## src/core/fpc_pkg.sv

```systemverilog
// constants and types shared by the fractional pll control block
package fpc_pkg;
    // reference select codes; top bit low means stand-alone operation
    localparam int FPC_SEL_W = 3;
    localparam logic [2:0] FPC_REF_IN1 = 3'h0;
    localparam logic [2:0] FPC_REF_IN2 = 3'h1;
    localparam logic [2:0] FPC_REF_IN3 = 3'h2;
    localparam logic [2:0] FPC_REF_OSC = 3'h3;
    localparam logic [2:0] FPC_REF_XTAL = 3'h4;
    localparam logic [1:0] FPC_CASC_TOP = 2'h3;
    // input prescaler codes
    localparam logic [1:0] FPC_PRE_DIV1 = 2'h0;
    localparam logic [1:0] FPC_PRE_DIV2 = 2'h1;
    localparam logic [1:0] FPC_PRE_DIV4 = 2'h2;
    localparam logic [1:0] FPC_PRE_DIV8 = 2'h3;
    localparam int FPC_NUM_IN = 3;
    // general-purpose pins and phase step sources
    localparam int FPC_GPIO_N = 4;
    localparam logic [2:0] FPC_PH_SRC_BIT = 3'h0;
    localparam logic [2:0] FPC_PH_SRC_GPIO0 = 3'h1;
    localparam logic [2:0] FPC_PH_SRC_GPIO_LAST = 3'h4;
    localparam int FPC_PH_POS_W = 16;
    // feedback divider fixed-point layout
    localparam int FPC_FB_INT_SA = 9;
    localparam int FPC_FB_INT_CASC = 7;
    localparam int FPC_FB_FRAC_MAX = 33;
    localparam int FPC_FB_MAIN_W = FPC_FB_INT_SA + FPC_FB_FRAC_MAX;
    localparam int FPC_FB_WIDE_W = FPC_FB_MAIN_W + FPC_FB_FRAC_MAX;
    localparam int FPC_FB_REM_W = 32;
    localparam int FPC_FB_DEN_W = 32;
    localparam int FPC_FB_BP_W = 6;
    localparam logic [5:0] FPC_FB_BP_MAX = 6'h21;
    localparam logic [5:0] FPC_FB_BP_RST = 6'h09;
    localparam int FPC_HSDIV_W = 4;
    localparam logic [3:0] FPC_HSDIV_RST = 4'h6;
    // operating mode of the analog loop
    typedef enum logic [1:0] {
        FPC_MODE_OFF,
        FPC_MODE_STANDALONE,
        FPC_MODE_CASCADED,
        FPC_MODE_INVALID
    } fpc_mode_t;
endpackage

```

## src/core/fpc_top.sv

```systemverilog
// fractional pll control: reference mux, divider setup, lock, phase steps
`timescale 1ns/10ps
`default_nettype none
// What this block does
// RULE1: select code top bit zero picks local inputs
// RULE2: pin select off: primary field steers mux
// RULE3: pin select on: pin low primary, high alternate
// RULE4: a field picks which pin steers mux
// RULE5: each input prescaled by 1, 2, 4, 8
// RULE6: software keeps common detector frequency in range
// RULE7: invert bit flips input polarity before mux
// RULE8: select code 11x takes digital loop clock
// RULE9: loop runs only while enable is one
// RULE10: ratio is main plus scaled remainder fraction
// RULE11: main divider nine or seven integer bits
// RULE12: software uses 24, never under 12, fraction bits
// RULE13: two vco dividers take their own ratios
// RULE14: software toggles enable to load divider settings
// RULE15: two status bits show live lock state
// RULE16: each step moves phase one eighth vco
// RULE17: step sources: register bit or any pin
// RULE18: step on both edges of chosen source
// RULE19: each step reaches both vco dividers
// RULE20: pin controls synchronised before edge detection
module fpc_top import fpc_pkg::*; (
    input wire logic clk, // 50 MHz system clock
    input wire logic rstn, // async reset, active low
    input wire logic input_clock_one, // input clock 1 level
    input wire logic input_clock_two, // input clock 2 level
    input wire logic input_clock_three, // input clock 3 level
    input wire logic osc_input_pin, // oscillator pin clock level
    input wire logic xtal_clk, // crystal driver output level
    input wire logic dpll_clk, // digital loop output clock level
    input wire logic [FPC_GPIO_N-1:0] gpio_in, // general-purpose pins
    input wire logic [2:0] ref_select_primary, // primary reference code
    input wire logic [2:0] ref_select_alternate, // alternate reference code
    input wire logic pin_select_enable, // pin steers reference mux
    input wire logic [1:0] select_pin_choice, // pin index steering mux
    input wire logic [1:0] prescale_one, // input 1 prescaler code
    input wire logic [1:0] prescale_two, // input 2 prescaler code
    input wire logic [1:0] prescale_three, // input 3 prescaler code
    input wire logic [FPC_NUM_IN-1:0] input_invert, // per-input inversion
    input wire logic analog_loop_enable, // loop enable
    input wire logic [FPC_FB_MAIN_W-1:0] fb_div_main, // fixed-point main divider
    input wire logic [FPC_FB_REM_W-1:0] fb_div_remainder, // remainder numerator
    input wire logic [FPC_FB_DEN_W-1:0] fb_div_denominator, // remainder denominator
    input wire logic [FPC_FB_BP_W-1:0] fb_binary_point, // binary point field
    input wire logic [FPC_HSDIV_W-1:0] vco_divider_one, // first vco divider ratio
    input wire logic [FPC_HSDIV_W-1:0] vco_divider_two, // second vco divider ratio
    input wire logic [2:0] phase_dec_source, // decrement source code
    input wire logic [2:0] phase_inc_source, // increment source code
    input wire logic phase_dec_bit, // decrement control bit
    input wire logic phase_inc_bit, // increment control bit
    input wire logic analog_lock_raw, // raw lock from analog loop
    output logic pll_ref_out, // selected reference to detector
    output fpc_mode_t loop_mode, // current operating mode
    output logic loop_run, // analog loop running
    output logic [FPC_FB_INT_SA-1:0] fb_integer, // integer part of ratio
    output logic [FPC_FB_FRAC_MAX-1:0] fb_fraction, // 33-bit fraction of ratio
    output logic [FPC_FB_REM_W-1:0] fb_rem_out, // remainder for modulator
    output logic [FPC_FB_DEN_W-1:0] fb_den_out, // denominator for modulator
    output logic [FPC_FB_BP_W-1:0] fb_lsb_exp, // remainder lsb weight exponent
    output logic [FPC_HSDIV_W-1:0] hs_div_one_ratio, // applied divider 1 ratio
    output logic [FPC_HSDIV_W-1:0] hs_div_two_ratio, // applied divider 2 ratio
    output logic lock_flag_a, // lock status bit a
    output logic lock_flag_b, // lock status bit b
    output logic hs_step_inc, // one-cycle eighth step forward
    output logic hs_step_dec, // one-cycle eighth step backward
    output logic [FPC_PH_POS_W-1:0] phase_position // net steps in eighths
);
    logic [FPC_GPIO_N-1:0] gpio_sync;
    logic lock_sync;
    logic [FPC_NUM_IN-1:0] in_raw;
    logic [FPC_NUM_IN-1:0] in_div;
    logic [1:0] pre_code [FPC_NUM_IN];
    logic [2:0] sel_code;
    logic ref_next;
    fpc_mode_t mode_next;
    logic en_reg;
    logic inc_src;
    logic dec_src;
    logic inc_prev_reg;
    logic dec_prev_reg;
    logic inc_edge;
    logic dec_edge;
    logic [FPC_FB_BP_W-1:0] bp_clamp;
    logic [FPC_FB_WIDE_W-1:0] fb_wide;
    logic [FPC_FB_INT_SA-1:0] int_next;

    // pin levels pass two flops before any decision is made
    fpc_sync #(.W(FPC_GPIO_N)) u_gpio_sync ( // RULE20
        .clk(clk),
        .rstn(rstn),
        .d(gpio_in),
        .q(gpio_sync)
    );

    // lock comes from the analog domain, so it is resynchronised too
    fpc_sync #(.W(1)) u_lock_sync (
        .clk(clk),
        .rstn(rstn),
        .d(analog_lock_raw),
        .q(lock_sync)
    );

    // gather the three inputs for the per-input prescalers
    assign in_raw = {input_clock_three, input_clock_two, input_clock_one};
    assign pre_code[0] = prescale_one;
    assign pre_code[1] = prescale_two;
    assign pre_code[2] = prescale_three;

    // one inverter and prescaler per input clock
    generate
        for (genvar i = 0; i < FPC_NUM_IN; i++) begin : g_in
            fpc_prescale u_pre ( // RULE5 RULE7
                .clk(clk),
                .rstn(rstn),
                .clk_in(in_raw[i]),
                .invert(input_invert[i]),
                .ratio(pre_code[i]),
                .clk_out(in_div[i])
            );
        end
    endgenerate

    // the chosen pin picks between the two select fields
    always_comb begin
        if (pin_select_enable) begin
            if (gpio_sync[select_pin_choice]) begin // RULE3 RULE4
                sel_code = ref_select_alternate;
            end else begin
                sel_code = ref_select_primary;
            end
        end else begin
            sel_code = ref_select_primary; // RULE2
        end
    end

    // decode the select code into a mode and a reference level
    always_comb begin
        ref_next = 1'b0;
        mode_next = FPC_MODE_INVALID;
        if (!analog_loop_enable) begin
            mode_next = FPC_MODE_OFF; // RULE9
        end else if (sel_code[2] == 1'b0) begin
            mode_next = FPC_MODE_STANDALONE; // RULE1
            unique case (sel_code[1:0])
                FPC_REF_IN1[1:0]: ref_next = in_div[0];
                FPC_REF_IN2[1:0]: ref_next = in_div[1];
                FPC_REF_IN3[1:0]: ref_next = in_div[2];
                FPC_REF_OSC[1:0]: ref_next = osc_input_pin;
            endcase
        end else if (sel_code[2:1] == FPC_CASC_TOP) begin
            mode_next = FPC_MODE_CASCADED; // RULE8
            ref_next = dpll_clk;
        end else if (sel_code == FPC_REF_XTAL) begin
            mode_next = FPC_MODE_STANDALONE; // RULE1
            ref_next = xtal_clk;
        end
        // code 101 selects nothing: reference held low, mode flagged
    end

    // reference and mode outputs, held quiet while disabled
    always_ff @(posedge clk or negedge rstn) begin
        if (!rstn) begin
            pll_ref_out <= 1'b0;
            loop_mode <= FPC_MODE_OFF;
        end else begin
            pll_ref_out <= ref_next; // RULE9
            loop_mode <= mode_next;
        end
    end

    // enable history; a rising enable loads new divider settings
    always_ff @(posedge clk or negedge rstn) begin
        if (!rstn) begin
            en_reg <= 1'b0;
            loop_run <= 1'b0;
        end else begin
            en_reg <= analog_loop_enable;
            loop_run <= analog_loop_enable; // RULE9
        end
    end

    // binary point above 33 would shift past the fraction, so clamp it
    assign bp_clamp = (fb_binary_point > FPC_FB_BP_MAX) ? FPC_FB_BP_MAX : fb_binary_point;

    // align main divider so its fraction sits in a 33-bit field
    assign fb_wide = {{FPC_FB_FRAC_MAX{1'b0}}, fb_div_main} << bp_clamp; // RULE10 RULE11

    // cascaded mode keeps only seven integer bits
    always_comb begin
        int_next = fb_wide[FPC_FB_FRAC_MAX +: FPC_FB_INT_SA];
        if (mode_next == FPC_MODE_CASCADED) begin
            int_next[FPC_FB_INT_SA-1:FPC_FB_INT_CASC] = '0; // RULE11
        end
    end

    // divider settings are taken only on the 0 to 1 enable edge
    always_ff @(posedge clk or negedge rstn) begin
        if (!rstn) begin
            fb_integer <= '0;
            fb_fraction <= '0;
            fb_rem_out <= '0;
            fb_den_out <= '0;
            fb_lsb_exp <= FPC_FB_BP_MAX - FPC_FB_BP_RST;
        end else if (analog_loop_enable && !en_reg) begin // RULE14
            fb_integer <= int_next;
            fb_fraction <= fb_wide[FPC_FB_FRAC_MAX-1:0];
            fb_rem_out <= fb_div_remainder; // RULE10
            fb_den_out <= fb_div_denominator;
            fb_lsb_exp <= FPC_FB_BP_MAX - bp_clamp; // RULE10
        end
    end

    // the two vco dividers follow their own fields independently
    always_ff @(posedge clk or negedge rstn) begin
        if (!rstn) begin
            hs_div_one_ratio <= FPC_HSDIV_RST;
            hs_div_two_ratio <= FPC_HSDIV_RST;
        end else begin
            hs_div_one_ratio <= vco_divider_one; // RULE13
            hs_div_two_ratio <= vco_divider_two; // RULE13
        end
    end

    // both status bits track live lock; no lock claimed when disabled
    always_ff @(posedge clk or negedge rstn) begin
        if (!rstn) begin
            lock_flag_a <= 1'b0;
            lock_flag_b <= 1'b0;
        end else begin
            lock_flag_a <= lock_sync & analog_loop_enable; // RULE15
            lock_flag_b <= lock_sync & analog_loop_enable; // RULE15
        end
    end

    // pick each phase control from its bit or a synchronised pin
    always_comb begin
        inc_src = 1'b0;
        dec_src = 1'b0;
        if (phase_inc_source == FPC_PH_SRC_BIT) begin
            inc_src = phase_inc_bit; // RULE17
        end else if (phase_inc_source <= FPC_PH_SRC_GPIO_LAST) begin
            inc_src = gpio_sync[2'(phase_inc_source - FPC_PH_SRC_GPIO0)]; // RULE17 RULE20
        end
        if (phase_dec_source == FPC_PH_SRC_BIT) begin
            dec_src = phase_dec_bit; // RULE17
        end else if (phase_dec_source <= FPC_PH_SRC_GPIO_LAST) begin
            dec_src = gpio_sync[2'(phase_dec_source - FPC_PH_SRC_GPIO0)]; // RULE17 RULE20
        end
    end

    // remember the previous control levels for edge detection
    always_ff @(posedge clk or negedge rstn) begin
        if (!rstn) begin
            inc_prev_reg <= 1'b0;
            dec_prev_reg <= 1'b0;
        end else begin
            inc_prev_reg <= inc_src;
            dec_prev_reg <= dec_src;
        end
    end

    // any change of level, rising or falling, is one step
    assign inc_edge = (inc_src ^ inc_prev_reg) & analog_loop_enable; // RULE18
    assign dec_edge = (dec_src ^ dec_prev_reg) & analog_loop_enable; // RULE18

    // simultaneous inc and dec cancel rather than fight
    always_ff @(posedge clk or negedge rstn) begin
        if (!rstn) begin
            hs_step_inc <= 1'b0;
            hs_step_dec <= 1'b0;
        end else begin
            hs_step_inc <= inc_edge & ~dec_edge; // RULE16 RULE19
            hs_step_dec <= dec_edge & ~inc_edge; // RULE16 RULE19
        end
    end

    // net phase offset in eighths of a vco period, wraps silently
    always_ff @(posedge clk or negedge rstn) begin
        if (!rstn) begin
            phase_position <= '0;
        end else if (inc_edge && !dec_edge) begin
            phase_position <= phase_position + 16'h0001; // RULE16
        end else if (dec_edge && !inc_edge) begin
            phase_position <= phase_position - 16'h0001; // RULE16
        end
    end
endmodule // fpc_top
`default_nettype wire

```

## src/core/fpc_sync.sv

```systemverilog
// two-stage synchroniser for a group of pin levels
`timescale 1ns/10ps
`default_nettype none
module fpc_sync import fpc_pkg::*; #(
    parameter int W = 1
) (
    input wire logic clk, // system clock
    input wire logic rstn, // async reset, active low
    input wire logic [W-1:0] d, // asynchronous levels
    output logic [W-1:0] q // synchronised levels
);
    logic [W-1:0] meta_reg;

    // first stage feeds only the second stage
    always_ff @(posedge clk or negedge rstn) begin
        if (!rstn) begin
            meta_reg <= '0;
            q <= '0;
        end else begin
            meta_reg <= d;
            q <= meta_reg;
        end
    end
endmodule // fpc_sync
`default_nettype wire

```

## src/core/fpc_prescale.sv

```systemverilog
// per-input polarity inversion and divide by 1, 2, 4 or 8
`timescale 1ns/10ps
`default_nettype none
module fpc_prescale import fpc_pkg::*; (
    input wire logic clk, // system clock
    input wire logic rstn, // async reset, active low
    input wire logic clk_in, // sampled input clock level
    input wire logic invert, // invert polarity first
    input wire logic [1:0] ratio, // prescaler code
    output logic clk_out // divided clock level
);
    logic pol_reg;
    logic [2:0] cnt_reg;
    logic pol_next;

    // inversion happens ahead of the divider and the mux
    assign pol_next = clk_in ^ invert; // RULE7

    // count rising edges; counter bits are the divided clocks
    always_ff @(posedge clk or negedge rstn) begin
        if (!rstn) begin
            pol_reg <= 1'b0;
            cnt_reg <= 3'h0;
        end else begin
            pol_reg <= pol_next;
            if (pol_next && !pol_reg) begin
                cnt_reg <= cnt_reg + 3'h1;
            end
        end
    end

    // select the tap for the chosen ratio
    always_ff @(posedge clk or negedge rstn) begin
        if (!rstn) begin
            clk_out <= 1'b0;
        end else begin
            unique case (ratio) // RULE5
                FPC_PRE_DIV1: clk_out <= pol_next;
                FPC_PRE_DIV2: clk_out <= cnt_reg[0];
                FPC_PRE_DIV4: clk_out <= cnt_reg[1];
                FPC_PRE_DIV8: clk_out <= cnt_reg[2];
            endcase
        end
    end
endmodule // fpc_prescale
`default_nettype wire

```

## config.mk

```make
export PLATFORM = sky130hd
export DESIGN_NAME = fpc_top
export DESIGN_NICKNAME = d
export VERILOG_FILES = /design/src/core/fpc_pkg.sv /design/src/core/fpc_top.sv /design/src/core/fpc_sync.sv /design/src/core/fpc_prescale.sv
export SDC_FILE = /design/constraint.sdc
export NUM_CORES = 1
export LEC_CHECK = 0
export ABC_CLOCK_PERIOD_IN_PS = 3560
export CORE_UTILIZATION = 40
export DETAILED_ROUTE_END_ITERATION = 8
export DONT_BUFFER_PORTS = 1
export PLACE_DENSITY = 0.59
export SYNTH_ARGS = -nofsm -noshare
export SYNTH_HDL_FRONTEND = slang
export SYNTH_SLANG_ARGS = --single-unit
```

## constraint.sdc

```tcl
create_clock -name clk -period 3.56 [get_ports clk]
set_input_delay 0.356 -clock clk [delete_from_list [all_inputs] [get_ports clk]]
set_output_delay 0.356 -clock clk [all_outputs]
set_load 0.01 [all_outputs]
```

==> metrics <==
status finished with violations; failing checks negative hold slack, negative setup slack; DR vias 8,758; max frequency between 200 and 300 MHz; chip width between 150 and 200 µm; Initial Util 41.1%; syn_nets 1,305; die height 161 µm; R2R cell count 16; RR Endpoint phase_position[13]; RSZ-0062 raised after global routing yes; Final GP Congestion 0.935; Synth Register Bits 170; final worst path period share 105%; combined area of the multi-input logic cells 5700 µm²; number of max-cap violations 0; crit path setup slack, layout -167 ps; first-pass GRT wire length 50,000 µm; area occupied by registers 4260 µm²; Worst IR Drop VDD 0.339 mV; Pleak between 0.005 and 0.006 µW; Seq/Total Area, Yosys 42.3%; Biggest register fb_fraction; clock skew 13.2 ps; Critical Path End Type register; hold buffers post-CTS 14; synthesized area per cell 8.99 µm²; first-pass iteration count of the detailed router 5; Pins Over Slew Limit 0; total power approximately 7000 µW; largest cells by area after synthesis dfrtp_1, nand2_1, o21ai_0; WP data required 3860 ps; met2 GRT Util roughly two fifths; Vias/cell 5.94; fillers 2,336; post-layout util a little under half; synth cell count leaders nand2_1, dfrtp_1, o21ai_0; Core ar. 24,500 µm²; layout net count about 1,300; Final Hold Viols 170; DRT antenna net count 0; measured slew at the worst slew-check pin around 830 ps; WL/cell 22.2 µm; I/O Pins 304; RR Startpoint u_gpio_sync.q[0]; Min Clock Period, post-route approximately 3700 ps; global route overflow 0; initial antenna violation count 2; Clock transition at path regs ~80 ps; grt peak-use layer met2; most frequent cell after synthesis nand2_1; proportion of layout cells with a drive suffix above 1 between 15 and 20%; Area Growth Syn to Fin 15.9%; area post-placement approximately 11,000 µm²; FFs w/ async S/R, synth 100%; Setup CP Type reg2reg; Rows 57; total CTS buffers 17; fin area 11,700 µm²; Total GRT Usage ~25%; library cells used by synthesis 75; clk root buf clkbuf_16; Final setup viols 4; Yosys top cell area share 40.7%; TritonCTS clock tree done; Critical Path Fanout Max 8; Hold Crit Class in2async; Hold Slack -378 ps; clk sinks 170; Place WS -287 ps; # H-tree levels 4; cell accounting for the most synthesized area dfrtp_1; Die ar. ~26,000 µm²; Mapped Area ~10,000 µm²; Slew HR 44.6%; initial DRC count 781; Post-Syn Instances 1,121; warnings from Yosys 0; CTS Buffer Depth 2; Routed WL between 30,000 and 40,000 µm; Pwr Density 603 nW/µm²; GRT met1 Usage 30.8%; Post-DP HPWL 23,600 µm; EDFF count, synth 0; port bufs 0; Startpoint Class register; DRC Markers 0; Worst-Skew Late Latency ~430 ps; biggest regs fb_fraction (33), fb_den_out (32), fb_rem_out (32); dominant synthesized flop cell dfrtp_1; vias in the first global route ~8,400; Critical Path AT 4030 ps; reg2reg setup slack -170 ps; largest net degree at the start of global routing 171; flip-flop count of the largest register after layout 33; met3 global-route usage 8.65%
-- through the flow --
| step | instances | setup TNS [ps] |
|---|---|---|
| after floorplan | 1121 | -835 |
| after global placement | 1422 | -1030 |
| after detailed placement | 1422 | -1520 |
| after CTS | 1472 | -525 |
| after global routing | 1475 | -1750 |
| final | 1475 | -482 |
-- what timing repair did --
| action | CTS | global route |
|---|---|---|
| buffers inserted | 4 | 3 |
| endpoints found under the setup margin | 10 | 11 |
| hold endpoints to repair | 184 | 170 |
| cloned | 0 | 0 |
| resized for setup | 19 | 14 |
| pin swaps | 12 | 19 |
-- area by class of cell --
type                            instances  area share, %
Antenna cell                            1         0.0214
Timing Repair Buffer                   72           5.17
Multi-Input combinational cell        855           48.8
Sequential cell                       170           36.5
Inverter                               21          0.922
Clock buffer                           17           3.64
Tap cell                              324           3.47
Clock inverter                         15           1.48
-- cell families (layout without fill, tap and decap cells) --
family | Yosys count | count (layout) | share of synthesized area, %
compound gates | 325 | 325 | 22.2
xor+xnor | 20 | 20 | 1.74
other cells | 0 | 1 | 0
buf+inv | 96 | 125 | 4.14
mux | 59 | 59 | 7.90
flops | 170 | 170 | 42.3
fa+ha+maj | 24 | 24 | 3.06
simple gates | 427 | 427 | 18.6
-- worst max-delay path, cell delays in order, from the launching register on --
cell,delay [ps]
dfrtp_1,390
mux4_2,490
mux2_4,270
a22o_1,230
xor2_1,150
nand2_1,100
inv_2,70
ha_4,150
clkinvlp_4,180
buf_12,200
ha_4,230
a21o_1,160
a211o_1,280
and2_4,160
o311ai_4,260
a21boi_2,200
o311ai_1,80
-- layout by cell type (no fill, tap or decap), types with 5 or more instances in the layout --
cell type,netlist,routed
a31oi_1,31,31
a21oi_1,31,27
nor3b_1,6,5
nand3_1,17,17
xor2_1,12,12
mux4_2,15,15
clkbuf_16,0,17
a211o_1,7,7
and3_1,5,5
buf_4,1,53
o21ai_0,89,80
ha_4,0,10
a21o_1,6,6
nor2_1,27,27
inv_1,20,14
o31ai_1,8,8
o221ai_1,7,7
dfstp_2,6,6
nand2b_1,11,10
o21a_1,6,6
inv_8,0,8
dlygate4sd3_1,0,14
mux2i_1,30,30
nor2b_1,39,35
a22o_1,12,12
or3_1,6,5
nand2_1,291,290
xnor2_1,8,8
ha_1,23,12
o21ai_1,11,15
mux2_2,14,12
dfrtp_1,164,164
o211ai_1,5,5
a22oi_1,18,18
nor3_1,8,5
o21ai_2,0,5
a221o_1,5,5
a211oi_1,38,37
-- metal layers --
metal	part of all wire [%]	wire (µm)	up-vias
met1	39	12600	4216
met3	10	3360	56
met5	0	0	-
li1	-	-	4068
met4	3.0	981	0
met2	48	15700	418
-- worst max path at each step --
stage	start	end	slack, ps	cells after the start
floorplan	phase_inc_source[0]	phase_position[12]	-250	17
global placement	phase_inc_source[1]	phase_position[15]	-220	19
detailed placement	phase_inc_source[1]	phase_position[15]	-290	19
CTS	u_gpio_sync.q[1]	phase_position[13]	-150	16
global route	u_gpio_sync.q[0]	phase_position[15]	-320	17
finish	u_gpio_sync.q[0]	phase_position[13]	-170	16
-- power breakdown --
group	switching, µW	internal, µW	total (µW)
Combinational	1180	1230	2410
Clock	929	949	1880
Sequential	469	2280	2750
No activity file was read; power rests on OpenSTA's default activity.
